**config.mk**
```make
export PLATFORM = sky130hd
export DESIGN_NAME = flow_totalizer_front_panel
export DESIGN_NICKNAME = d
export VERILOG_FILES = /design/src/shared/flow_totalizer_pkg.sv /design/src/flow_totalizer_front_panel.sv
export SDC_FILE = /design/constraint.sdc
export NUM_CORES = 1
export LEC_CHECK = 0
export ABC_AREA = 0
export BUFFER_PORTS_ARGS = -buffer_cell sky130_fd_sc_hd__buf_2
export CELL_PAD_IN_SITES_DETAIL_PLACEMENT = 0
export CELL_PAD_IN_SITES_GLOBAL_PLACEMENT = 2
export CORE_MARGIN = 10
export CORE_UTILIZATION = 36
export DETAILED_ROUTE_END_ITERATION = 8
export GPL_TIMING_DRIVEN = 0
export PLACE_DENSITY = 0.9
export SKIP_CTS_REPAIR_TIMING = 1
export SLEW_MARGIN = 20
export SYNTH_ARGS = -nofsm -noshare
export SYNTH_HDL_FRONTEND = slang
export SYNTH_HIERARCHICAL = 1
export SYNTH_SLANG_ARGS = --single-unit
export TNS_END_PERCENT = 10
```
**constraint.sdc**
```tcl
create_clock -name ref_clk -period 17.15 [get_ports ref_clk]
set_input_delay 5.145 -clock ref_clk [delete_from_list [all_inputs] [get_ports ref_clk]]
set_output_delay 5.145 -clock ref_clk [all_outputs]
set_load 0.02 [all_outputs]
```
**src/shared/flow_totalizer_pkg.sv**
```systemverilog
// Shared constants, types and register map of the flow totalizer front panel
package flow_totalizer_pkg;
	localparam longint unsigned CLK_HZ = 64'd25_000_000;
	localparam longint unsigned MS_PER_S = 64'd1000;
	localparam longint unsigned LONG_PRESS_MS = 64'd2000;
	localparam longint unsigned QUICK_VIEW_MS = 64'd5000;
	localparam longint unsigned BOOT_SHOW_MS = 64'd1000;
	localparam longint unsigned BLINK_MS = 64'd500;
	// Least times round up, longest times round down
	localparam int unsigned LONG_PRESS_CYC = 32'((CLK_HZ * LONG_PRESS_MS + MS_PER_S - 1) / MS_PER_S);
	localparam int unsigned QUICK_VIEW_CYC = 32'(CLK_HZ * QUICK_VIEW_MS / MS_PER_S);
	localparam int unsigned BOOT_SHOW_CYC = 32'(CLK_HZ * BOOT_SHOW_MS / MS_PER_S);
	localparam int unsigned BLINK_CYC = 32'(CLK_HZ * BLINK_MS / MS_PER_S);

	localparam int TOT_W = 48;
	localparam int BAT_W = 32;
	localparam int CNT_W = 16;
	localparam int CUR_W = 16;
	localparam int CFG_W = 15;

	localparam logic [4:0] REG_CTRL = 5'h00;
	localparam logic [4:0] REG_STATUS = 5'h04;
	localparam logic [4:0] REG_TOT_LO = 5'h08;
	localparam logic [4:0] REG_TOT_HI = 5'h0c;
	localparam logic [4:0] REG_BATCH = 5'h10;
	localparam logic [4:0] REG_STARTS = 5'h14;

	// Cutoff arithmetic in microamps
	localparam logic [31:0] FULL_UA = 32'h00004e20;
	localparam logic [31:0] SPAN4_UA = 32'h00003e80;
	localparam logic [31:0] BASE4_UA = 32'h00000fa0;
	localparam logic [31:0] PCT_DIV = 32'h00000064;

	localparam logic [47:0] DIGIT6_MAX = 48'h0000000f423f;
	localparam logic [47:0] DIGIT12_MAX = 48'h00e8d4a50fff;
	localparam logic [1:0] WIN_TOP = 2'h2;

	typedef struct packed {
		logic periodMode;
		logic freeAccess;
		logic batcherMode;
		logic batPinZeroEn;
		logic totPinZeroEn;
		logic batBtnZeroEn;
		logic totBtnZeroEn;
		logic in4to20;
		logic [6:0] cutoffPct;
	} cfg_s;
	localparam cfg_s CFG_RST = 15'h0000;

	typedef enum logic [2:0] {VIEW_RATE = 3'b001, VIEW_TOTAL = 3'b010, VIEW_BATCH = 3'b100} view_e;
	typedef enum logic [3:0] {P_NONE = 4'b0001, P_TOT = 4'b0010, P_BAT = 4'b0100, P_STARTS = 4'b1000} pend_e;
	typedef enum logic [3:0] {
		MSG_VALUE = 4'h0, MSG_ID = 4'h1, MSG_MENU = 4'h2, MSG_CLEAR = 4'h3,
		MSG_OVER = 4'h4, MSG_UNDER = 4'h5, MSG_STOP = 4'h6, MSG_PLONG = 4'h7,
		MSG_PSHORT = 4'h8, MSG_TOTOV = 4'h9, MSG_BATOV = 4'ha, MSG_THR_LABEL = 4'hb,
		MSG_STARTS_LABEL = 4'hc
	} msg_e;

	typedef struct packed {
		msg_e msg;
		logic [47:0] value;
		logic [1:0] win;
		logic dpLeft;
		logic dpRight;
		logic sumLed;
	} disp_s;
endpackage : flow_totalizer_pkg

```
**src/flow_totalizer_front_panel.sv**
```systemverilog
// Front panel buttons, totalizer, batch counter and display steering of the flow meter
// What this block does
// - Menu entry needs escape held two seconds
// - Enter toggles batch pause/run in batcher mode
// - Counter zeroing: sum held two seconds, enter confirms
// - Show identification first, then measure
// - Out of range shows high or low warning
// - Period view: stop, too long, too short
// - Total overflow alternates warning with maximum
// - Total zeroed by button, pin or bus
// - Button and pin zeroing need enable option
// - Below cutoff rate shown, total frozen
// - Cutoff threshold from percentage and input range
// - Batch overflow alternates warning with maximum
// - Batch zeroed by button, pin or bus
// - Sum steps views; LED off, on, pulsing
// - Batch view only in batcher mode
// - Up/down quick view, five second timeout
// - Threshold edit only with free access
// - Sum then enter clears start count
// - Start count increments on first start only
// - Long batch value pulses left point
// - Long total pages, points mark hidden digits
// - Counting continues inside the menu
module pin_sync #(
	parameter int unsigned HOLD_CYC = 1
) (
	input wire logic ref_clk,
	input wire logic rstn,
	input wire logic pin,
	output logic press,
	output logic shortRel,
	output logic longHit
);
	logic [2:0] sh;
	logic level;
	logic [31:0] holdCnt;
	wire agree = sh[1] == sh[2];
	always_ff @(posedge ref_clk or negedge rstn) begin
		if (!rstn) begin
			sh <= 3'h0;
			level <= 1'b0;
			holdCnt <= 32'h0;
			press <= 1'b0;
			shortRel <= 1'b0;
			longHit <= 1'b0;
		end else begin
			sh <= {sh[1:0], pin};
			if (agree)
				level <= sh[2];
			press <= agree && sh[2] && !level;
			// A press that already fired its long action gives no short action on release
			shortRel <= agree && !sh[2] && level && holdCnt < HOLD_CYC;
			longHit <= level && holdCnt == HOLD_CYC - 1;
			if (!level)
				holdCnt <= 32'h0;
			else if (holdCnt < HOLD_CYC)
				holdCnt <= holdCnt + 32'h1;
		end
	end
endmodule : pin_sync

module flow_totalizer_front_panel #(
	parameter int unsigned LONG_PRESS_CYC = flow_totalizer_pkg::LONG_PRESS_CYC,
	parameter int unsigned QUICK_VIEW_CYC = flow_totalizer_pkg::QUICK_VIEW_CYC,
	parameter int unsigned BOOT_SHOW_CYC = flow_totalizer_pkg::BOOT_SHOW_CYC,
	parameter int unsigned BLINK_CYC = flow_totalizer_pkg::BLINK_CYC
) (
	input wire logic ref_clk,
	input wire logic rstn,
	input wire logic [4:0] address,
	input wire logic read,
	input wire logic write,
	input wire logic [31:0] writedata,
	output logic [31:0] readdata,
	output logic waitrequest,
	input wire logic escBtn,
	input wire logic enterBtn,
	input wire logic upBtn,
	input wire logic downBtn,
	input wire logic sumBtn,
	input wire logic progInput,
	input wire logic measTick,
	input wire logic [31:0] flowRate,
	input wire logic [15:0] inputCurrent,
	input wire logic overRange,
	input wire logic underRange,
	input wire logic [31:0] periodValue,
	input wire logic [31:0] relayThreshold,
	output flow_totalizer_pkg::disp_s disp,
	output logic menuActive,
	output logic batchRun,
	output logic thresholdEdit
);
	flow_totalizer_pkg::cfg_s cfg;
	flow_totalizer_pkg::view_e view;
	flow_totalizer_pkg::pend_e pend;
	logic [flow_totalizer_pkg::TOT_W-1:0] total;
	logic [flow_totalizer_pkg::BAT_W-1:0] batch;
	logic [flow_totalizer_pkg::CNT_W-1:0] batchStarts;
	logic totOvf, batOvf, batchStarted, booted, blink, quickOn, quickItem;
	logic [1:0] win;
	logic [31:0] bootCnt, blinkCnt, quickCnt;
	logic escShort, escLong, entPress, upPress, dnPress, sumShort, sumLong, progRise;
	logic [31:0] rdMux;

	pin_sync #(.HOLD_CYC(LONG_PRESS_CYC)) escSync (.ref_clk(ref_clk), .rstn(rstn), .pin(escBtn),
		.press(), .shortRel(escShort), .longHit(escLong));
	pin_sync #(.HOLD_CYC(LONG_PRESS_CYC)) sumSync (.ref_clk(ref_clk), .rstn(rstn), .pin(sumBtn),
		.press(), .shortRel(sumShort), .longHit(sumLong));
	pin_sync #(.HOLD_CYC(1)) entSync (.ref_clk(ref_clk), .rstn(rstn), .pin(enterBtn),
		.press(entPress), .shortRel(), .longHit());
	pin_sync #(.HOLD_CYC(1)) upSync (.ref_clk(ref_clk), .rstn(rstn), .pin(upBtn),
		.press(upPress), .shortRel(), .longHit());
	pin_sync #(.HOLD_CYC(1)) dnSync (.ref_clk(ref_clk), .rstn(rstn), .pin(downBtn),
		.press(dnPress), .shortRel(), .longHit());
	pin_sync #(.HOLD_CYC(1)) prgSync (.ref_clk(ref_clk), .rstn(rstn), .pin(progInput),
		.press(progRise), .shortRel(), .longHit());

	// Bus: one wait cycle, then the access completes at the edge waitrequest is seen low
	wire busDone = (read || write) && !waitrequest;
	wire addrOk = address[1:0] == 2'h0;
	wire wrCtrl = busDone && write && address == flow_totalizer_pkg::REG_CTRL;
	wire wrZero = busDone && write && writedata == 32'h0;
	wire busZeroTot = wrZero && (address == flow_totalizer_pkg::REG_TOT_LO ||
		address == flow_totalizer_pkg::REG_TOT_HI);
	wire busZeroBat = wrZero && address == flow_totalizer_pkg::REG_BATCH;

	// Panel is live only in measurement with the menu closed
	wire live = booted && !menuActive;
	wire idle = live && pend == flow_totalizer_pkg::P_NONE;
	wire confirm = live && entPress;
	wire zeroTot = busZeroTot || (confirm && pend == flow_totalizer_pkg::P_TOT) ||
		(progRise && cfg.totPinZeroEn);
	wire zeroBat = busZeroBat || (confirm && pend == flow_totalizer_pkg::P_BAT) ||
		(progRise && cfg.batPinZeroEn);
	wire zeroStarts = confirm && pend == flow_totalizer_pkg::P_STARTS;

	wire [31:0] pctWide = {25'h0, cfg.cutoffPct};
	wire [31:0] cutUa = cfg.in4to20 ? pctWide * flow_totalizer_pkg::SPAN4_UA / flow_totalizer_pkg::PCT_DIV +
		flow_totalizer_pkg::BASE4_UA : pctWide * flow_totalizer_pkg::FULL_UA / flow_totalizer_pkg::PCT_DIV;
	wire cutoffActive = cfg.cutoffPct != 7'h0 && {16'h0, inputCurrent} < cutUa;
	wire addTick = measTick && !cutoffActive;
	wire [48:0] sumTot = {1'b0, total} + {17'h0, flowRate};
	wire [32:0] sumBat = {1'b0, batch} + {1'b0, flowRate};

	wire runGo = idle && !quickOn && entPress && cfg.batcherMode;
	wire firstStart = runGo && !batchRun && !batchStarted;
	wire stepItem = idle && (upPress || dnPress) && view != flow_totalizer_pkg::VIEW_TOTAL;
	wire hasHigher = win == 2'h0 ? total > flow_totalizer_pkg::DIGIT6_MAX :
		win == 2'h1 ? total > flow_totalizer_pkg::DIGIT12_MAX : 1'b0;
	wire quickEnd = quickOn && quickCnt >= QUICK_VIEW_CYC - 1;

	flow_totalizer_pkg::view_e next_view;
	always_comb begin
		next_view = view;
		case (view)
			flow_totalizer_pkg::VIEW_RATE: next_view = flow_totalizer_pkg::VIEW_TOTAL;
			flow_totalizer_pkg::VIEW_TOTAL: next_view = cfg.batcherMode ? flow_totalizer_pkg::VIEW_BATCH :
				flow_totalizer_pkg::VIEW_RATE;
			default: next_view = flow_totalizer_pkg::VIEW_RATE;
		endcase
	end

	always_ff @(posedge ref_clk or negedge rstn) begin
		if (!rstn) begin
			waitrequest <= 1'b1;
			readdata <= 32'h0;
			cfg <= flow_totalizer_pkg::CFG_RST;
		end else begin
			waitrequest <= !((read || write) && waitrequest);
			if ((read || write) && waitrequest)
				readdata <= !addrOk ? 32'h0 : rdMux;
			if (wrCtrl)
				cfg <= flow_totalizer_pkg::cfg_s'(writedata[flow_totalizer_pkg::CFG_W-1:0]);
		end
	end

	always_comb begin
		case (address)
			flow_totalizer_pkg::REG_CTRL: rdMux = {17'h0, cfg};
			flow_totalizer_pkg::REG_STATUS: rdMux = {14'h0, cutoffActive, booted, batOvf, totOvf, batchStarted,
				batchRun, quickItem, quickOn, menuActive, win, pend, view};
			flow_totalizer_pkg::REG_TOT_LO: rdMux = total[31:0];
			flow_totalizer_pkg::REG_TOT_HI: rdMux = {16'h0, total[47:32]};
			flow_totalizer_pkg::REG_BATCH: rdMux = batch;
			flow_totalizer_pkg::REG_STARTS: rdMux = {16'h0, batchStarts};
			default: rdMux = 32'h0;
		endcase
	end

	// Counters run regardless of menu or prompt state
	always_ff @(posedge ref_clk or negedge rstn) begin
		if (!rstn) begin
			total <= '0;
			totOvf <= 1'b0;
			batch <= '0;
			batOvf <= 1'b0;
		end else begin
			if (zeroTot) begin
				total <= '0;
				totOvf <= 1'b0;
			end else if (addTick && !totOvf) begin
				total <= sumTot[48] ? '1 : sumTot[47:0];
				totOvf <= sumTot[48];
			end
			if (zeroBat) begin
				batch <= '0;
				batOvf <= 1'b0;
			end else if (addTick && batchRun && !batOvf) begin
				batch <= sumBat[32] ? '1 : sumBat[31:0];
				batOvf <= sumBat[32];
			end
		end
	end

	always_ff @(posedge ref_clk or negedge rstn) begin
		if (!rstn) begin
			batchRun <= 1'b0;
			batchStarted <= 1'b0;
			batchStarts <= '0;
		end else begin
			if (!cfg.batcherMode)
				batchRun <= 1'b0;
			else if (runGo)
				batchRun <= !batchRun;
			// A start in the zeroing cycle still counts as the first start
			if (firstStart)
				batchStarted <= 1'b1;
			else if (zeroBat)
				batchStarted <= 1'b0;
			if (zeroStarts)
				batchStarts <= '0;
			else if (firstStart)
				batchStarts <= batchStarts + 16'h1;
		end
	end

	always_ff @(posedge ref_clk or negedge rstn) begin
		if (!rstn) begin
			bootCnt <= 32'h0;
			booted <= 1'b0;
			blinkCnt <= 32'h0;
			blink <= 1'b0;
			menuActive <= 1'b0;
		end else begin
			if (!booted) begin
				bootCnt <= bootCnt + 32'h1;
				booted <= bootCnt >= BOOT_SHOW_CYC - 1;
			end
			blinkCnt <= blinkCnt >= BLINK_CYC - 1 ? 32'h0 : blinkCnt + 32'h1;
			if (blinkCnt >= BLINK_CYC - 1)
				blink <= !blink;
			if (booted && escLong)
				menuActive <= 1'b1;
			else if (escShort)
				menuActive <= 1'b0;
		end
	end

	always_ff @(posedge ref_clk or negedge rstn) begin
		if (!rstn) begin
			view <= flow_totalizer_pkg::VIEW_RATE;
			pend <= flow_totalizer_pkg::P_NONE;
			win <= 2'h0;
		end else begin
			if (view == flow_totalizer_pkg::VIEW_BATCH && !cfg.batcherMode)
				view <= flow_totalizer_pkg::VIEW_RATE;
			else if (idle && sumShort && !quickOn)
				view <= next_view;
			if (escShort || confirm || menuActive)
				pend <= flow_totalizer_pkg::P_NONE;
			else if (idle && sumShort && quickOn && quickItem)
				pend <= flow_totalizer_pkg::P_STARTS;
			else if (idle && sumLong && view == flow_totalizer_pkg::VIEW_TOTAL && cfg.totBtnZeroEn)
				pend <= flow_totalizer_pkg::P_TOT;
			else if (idle && sumLong && view == flow_totalizer_pkg::VIEW_BATCH && cfg.batBtnZeroEn)
				pend <= flow_totalizer_pkg::P_BAT;
			if (view != flow_totalizer_pkg::VIEW_TOTAL || !(hasHigher || win != 2'h0))
				win <= 2'h0;
			else if (idle && upPress && hasHigher && win != flow_totalizer_pkg::WIN_TOP)
				win <= win + 2'h1;
			else if (idle && dnPress && win != 2'h0)
				win <= win - 2'h1;
		end
	end

	always_ff @(posedge ref_clk or negedge rstn) begin
		if (!rstn) begin
			quickOn <= 1'b0;
			quickItem <= 1'b0;
			quickCnt <= 32'h0;
			thresholdEdit <= 1'b0;
		end else begin
			if (stepItem) begin
				quickOn <= 1'b1;
				quickItem <= quickOn && !quickItem;
				quickCnt <= 32'h0;
			end else if (quickEnd || escShort || !idle) begin
				quickOn <= 1'b0;
			end else if (quickOn) begin
				quickCnt <= quickCnt + 32'h1;
			end
			if (!quickOn || escShort)
				thresholdEdit <= 1'b0;
			else if (idle && entPress && !quickItem && cfg.freeAccess)
				thresholdEdit <= 1'b1;
		end
	end

	flow_totalizer_pkg::disp_s next_disp;
	always_comb begin
		next_disp = '0;
		next_disp.win = win;
		next_disp.sumLed = view == flow_totalizer_pkg::VIEW_TOTAL ||
			(view == flow_totalizer_pkg::VIEW_BATCH && blink);
		if (!booted) begin
			next_disp.msg = flow_totalizer_pkg::MSG_ID;
		end else if (menuActive) begin
			next_disp.msg = flow_totalizer_pkg::MSG_MENU;
		end else if (pend != flow_totalizer_pkg::P_NONE) begin
			next_disp.msg = flow_totalizer_pkg::MSG_CLEAR;
		end else if (quickOn) begin
			next_disp.msg = !blink ? flow_totalizer_pkg::MSG_VALUE : quickItem ?
				flow_totalizer_pkg::MSG_STARTS_LABEL : flow_totalizer_pkg::MSG_THR_LABEL;
			next_disp.value = quickItem ? {32'h0, batchStarts} : {16'h0, relayThreshold};
		end else begin
			case (view)
				flow_totalizer_pkg::VIEW_TOTAL: begin
					next_disp.msg = totOvf && blink ? flow_totalizer_pkg::MSG_TOTOV :
						flow_totalizer_pkg::MSG_VALUE;
					next_disp.value = total;
					next_disp.dpLeft = blink && hasHigher;
					next_disp.dpRight = blink && win != 2'h0;
				end
				flow_totalizer_pkg::VIEW_BATCH: begin
					next_disp.msg = batOvf && blink ? flow_totalizer_pkg::MSG_BATOV :
						flow_totalizer_pkg::MSG_VALUE;
					next_disp.value = {16'h0, batch};
					next_disp.dpLeft = blink && {16'h0, batch} > flow_totalizer_pkg::DIGIT6_MAX;
				end
				default: begin
					next_disp.value = {16'h0, cfg.periodMode ? periodValue : flowRate};
					if (overRange)
						next_disp.msg = flow_totalizer_pkg::MSG_OVER;
					else if (underRange)
						next_disp.msg = flow_totalizer_pkg::MSG_UNDER;
					else if (cfg.periodMode && flowRate == 32'h0)
						next_disp.msg = flow_totalizer_pkg::MSG_STOP;
					else if (cfg.periodMode && {16'h0, periodValue} > flow_totalizer_pkg::DIGIT6_MAX)
						next_disp.msg = flow_totalizer_pkg::MSG_PLONG;
					else if (cfg.periodMode && periodValue == 32'h0)
						next_disp.msg = flow_totalizer_pkg::MSG_PSHORT;
					else
						next_disp.msg = flow_totalizer_pkg::MSG_VALUE;
				end
			endcase
		end
	end

	always_ff @(posedge ref_clk or negedge rstn) begin
		if (!rstn)
			disp <= '{msg: flow_totalizer_pkg::MSG_ID, default: '0};
		else
			disp <= next_disp;
	end
endmodule : flow_totalizer_front_panel

```
==> results.md <==
- Cells on worst reg2reg path: 72
- Remaining DRCs: 0
- Initial core utilization: 36.5%
- FILL cells: 9123
- Die area: 106000 um2
- Placement row count: 111
- Pins over their slew limit: 0
- WL met1: 54.2 mm
- Fmax: 59.6 MHz
- Chip Height: 325 um
- Clk Latency, worst-skew pair: 0.64 ns
- Worst-margin pin slew: 1.15 ns
- Worst R2R Start: cfg[0]$_DFFE_PN0P_
- Post-Syn Area per Cell: 8.66 um2
- Status: finished clean
- Seq. cell area: 10300 um2
- CTS Buffer Depth: 3
- Clock skew: 0.0716 ns
- CTS H-tree lvls: 2
- CTS tree: done
- Nets: 4657
- Yosys warns: 6
- Commonest non-fill, non-tap cell in the layout: dfrtp_1
- Number of global-route vias before repair: 30.9k
- Slowest cell delay on critical path: 0.56 ns
- WP data required: 17.61 ns
- Max-cap violations: 0
- Worst-path clk slew: 0.06 ns
- Drt initial violations: 3155
- Grt ovf: 0
- Post-layout min period: 16.76 ns
- Min-Delay Path Class: reg2reg
- CP endpoint kind: flop
- Setup violations, final: 0
- TritonCTS Buffers: 49
- Die width: 325 um
- Floorplan core area: 92100 um2
- Post-route clock period utilization: 97.8%
- Final core utilization: 44.0%
- DR vias: 32.9k
- Worst reg2reg setup slack: 0.39 ns
- First-pass GRT wire length: 188 mm
- Drt pass-1 iters: 6
- WL met2: 56.4 mm
- Post-DP HPWL: 96.6 mm
- Slew HR: 22.9%
- Final Hold Fails: 0
- Crit path max fanout: 10
- Routed Antenna Nets: 0
- Multi-input gate area in the final layout: 23100 um2
- Cell family with most CP delay: compound AO/OA/AOI/OAI gates
- GRT Total Usage: 22.1%
- Wire per inst: 22.4 um
- Uppermost layer routed: met5
- Setup CP Type: reg2reg
- Most frequent cells in the layout: 401 x dfrtp_1, 318 x nor2_1, 315 x nand2_1
- Final GP Congestion: 0.944
- I/O pin count: 255
- Layout cells sized above 1: 19.8%
- Port bufs: 254
- Root Buffer: clkbuf_16
- Area delta synth->final: 20.7%
- Synthesized cell area: 33600 um2
- Clk sinks: 412
- Slowest-stage cell, CP: or4_4
- Hold Startpoint: prgSync/sh[0]$_DFF_PN0_
- Largest net degree at the start of global routing: 94
- Antenna violations before repair: 12
- DR WL met3: 10.9 mm
- Startpoint Class: flop
- Min-Delay Path Depth: 0
- Hold path endpoint: prgSync/sh[1]$_DFF_PN0_
- Post-DR vias/cell: 5.91
- FF-to-FF End: batch[27]$_DFFE_PN0P_
- Total routed wirelength: 125 mm
- Gate Count Post-Synth: 3877
- Critical Path AT: 17.22 ns
- Critical Path Most Common Cell: o211ai_1
- Crit path buffers/inverters: 12
flip-flops by register name, summed over array words and instances, names as in the netlist, 4 cells and up:
signal           count
total               48
quickCnt            32
batchStarts         16
disp                57
sumSync/holdCnt     32
bootCnt             32
readdata            32
blinkCnt            32
escSync/holdCnt     32
cfg                 15
pend                 4
batch               32
cell type report:
type	instances	share of cell area [%]
Sequential cell	412	25.5
Inverter	154	1.45
Tap cell	1243	3.84
Antenna cell	2	0.0124
Multi-Input combinational cell	3128	57.0
Buffer	183	2.37
Clock buffer	70	3.57
Clock inverter	21	0.889
Timing Repair Buffer	359	5.32
per-layer routing:
| layer | track usage (%) | vias to the layer above |
|---|---|---|
| met2 | 35.4 | 1183 |
| met1 | 30.0 | 16100 |
| met4 | 5.46 | 10 |
| li1 | - | 15400 |
| met5 | 0 | - |
| met3 | 4.71 | 193 |
per-stage QoR:
step | setup slack [ns] | TNS, ns | instances | hold WS (ns) | area [um2]
global route | -0.192 | -10.15 | 5570 | 0.354 | 40500
floorplan | 0.747 | 0 | 3884 | 0.331 | 33600
finish | 0.385 | 0 | 5572 | 0.348 | 40500
global placement | -3.29 | -256.36 | 5381 | 0.337 | 36400
CTS | -3.25 | -251.97 | 5478 | 0.348 | 38400
detailed placement | -3.23 | -250.05 | 5387 | 0.335 | 36600
worst max path at each step:
stage	from	end	slack (ns)	cells past startpoint
floorplan	cfg[0]$_DFFE_PN0P_	total[40]$_DFFE_PN0P_	0.75	72
global placement	cfg[0]$_DFFE_PN0P_	batch[29]$_DFFE_PN0P_	-3.29	70
detailed placement	cfg[0]$_DFFE_PN0P_	batch[29]$_DFFE_PN0P_	-3.23	70
CTS	cfg[0]$_DFFE_PN0P_	batch[29]$_DFFE_PN0P_	-3.25	70
global route	cfg[0]$_DFFE_PN0P_	batch[29]$_DFFE_PN0P_	-0.19	73
finish	cfg[0]$_DFFE_PN0P_	batch[27]$_DFFE_PN0P_	0.39	72
Power is not shown: default switching activity piles up to over one toggle a cycle in this logic, so the estimate is an artifact.
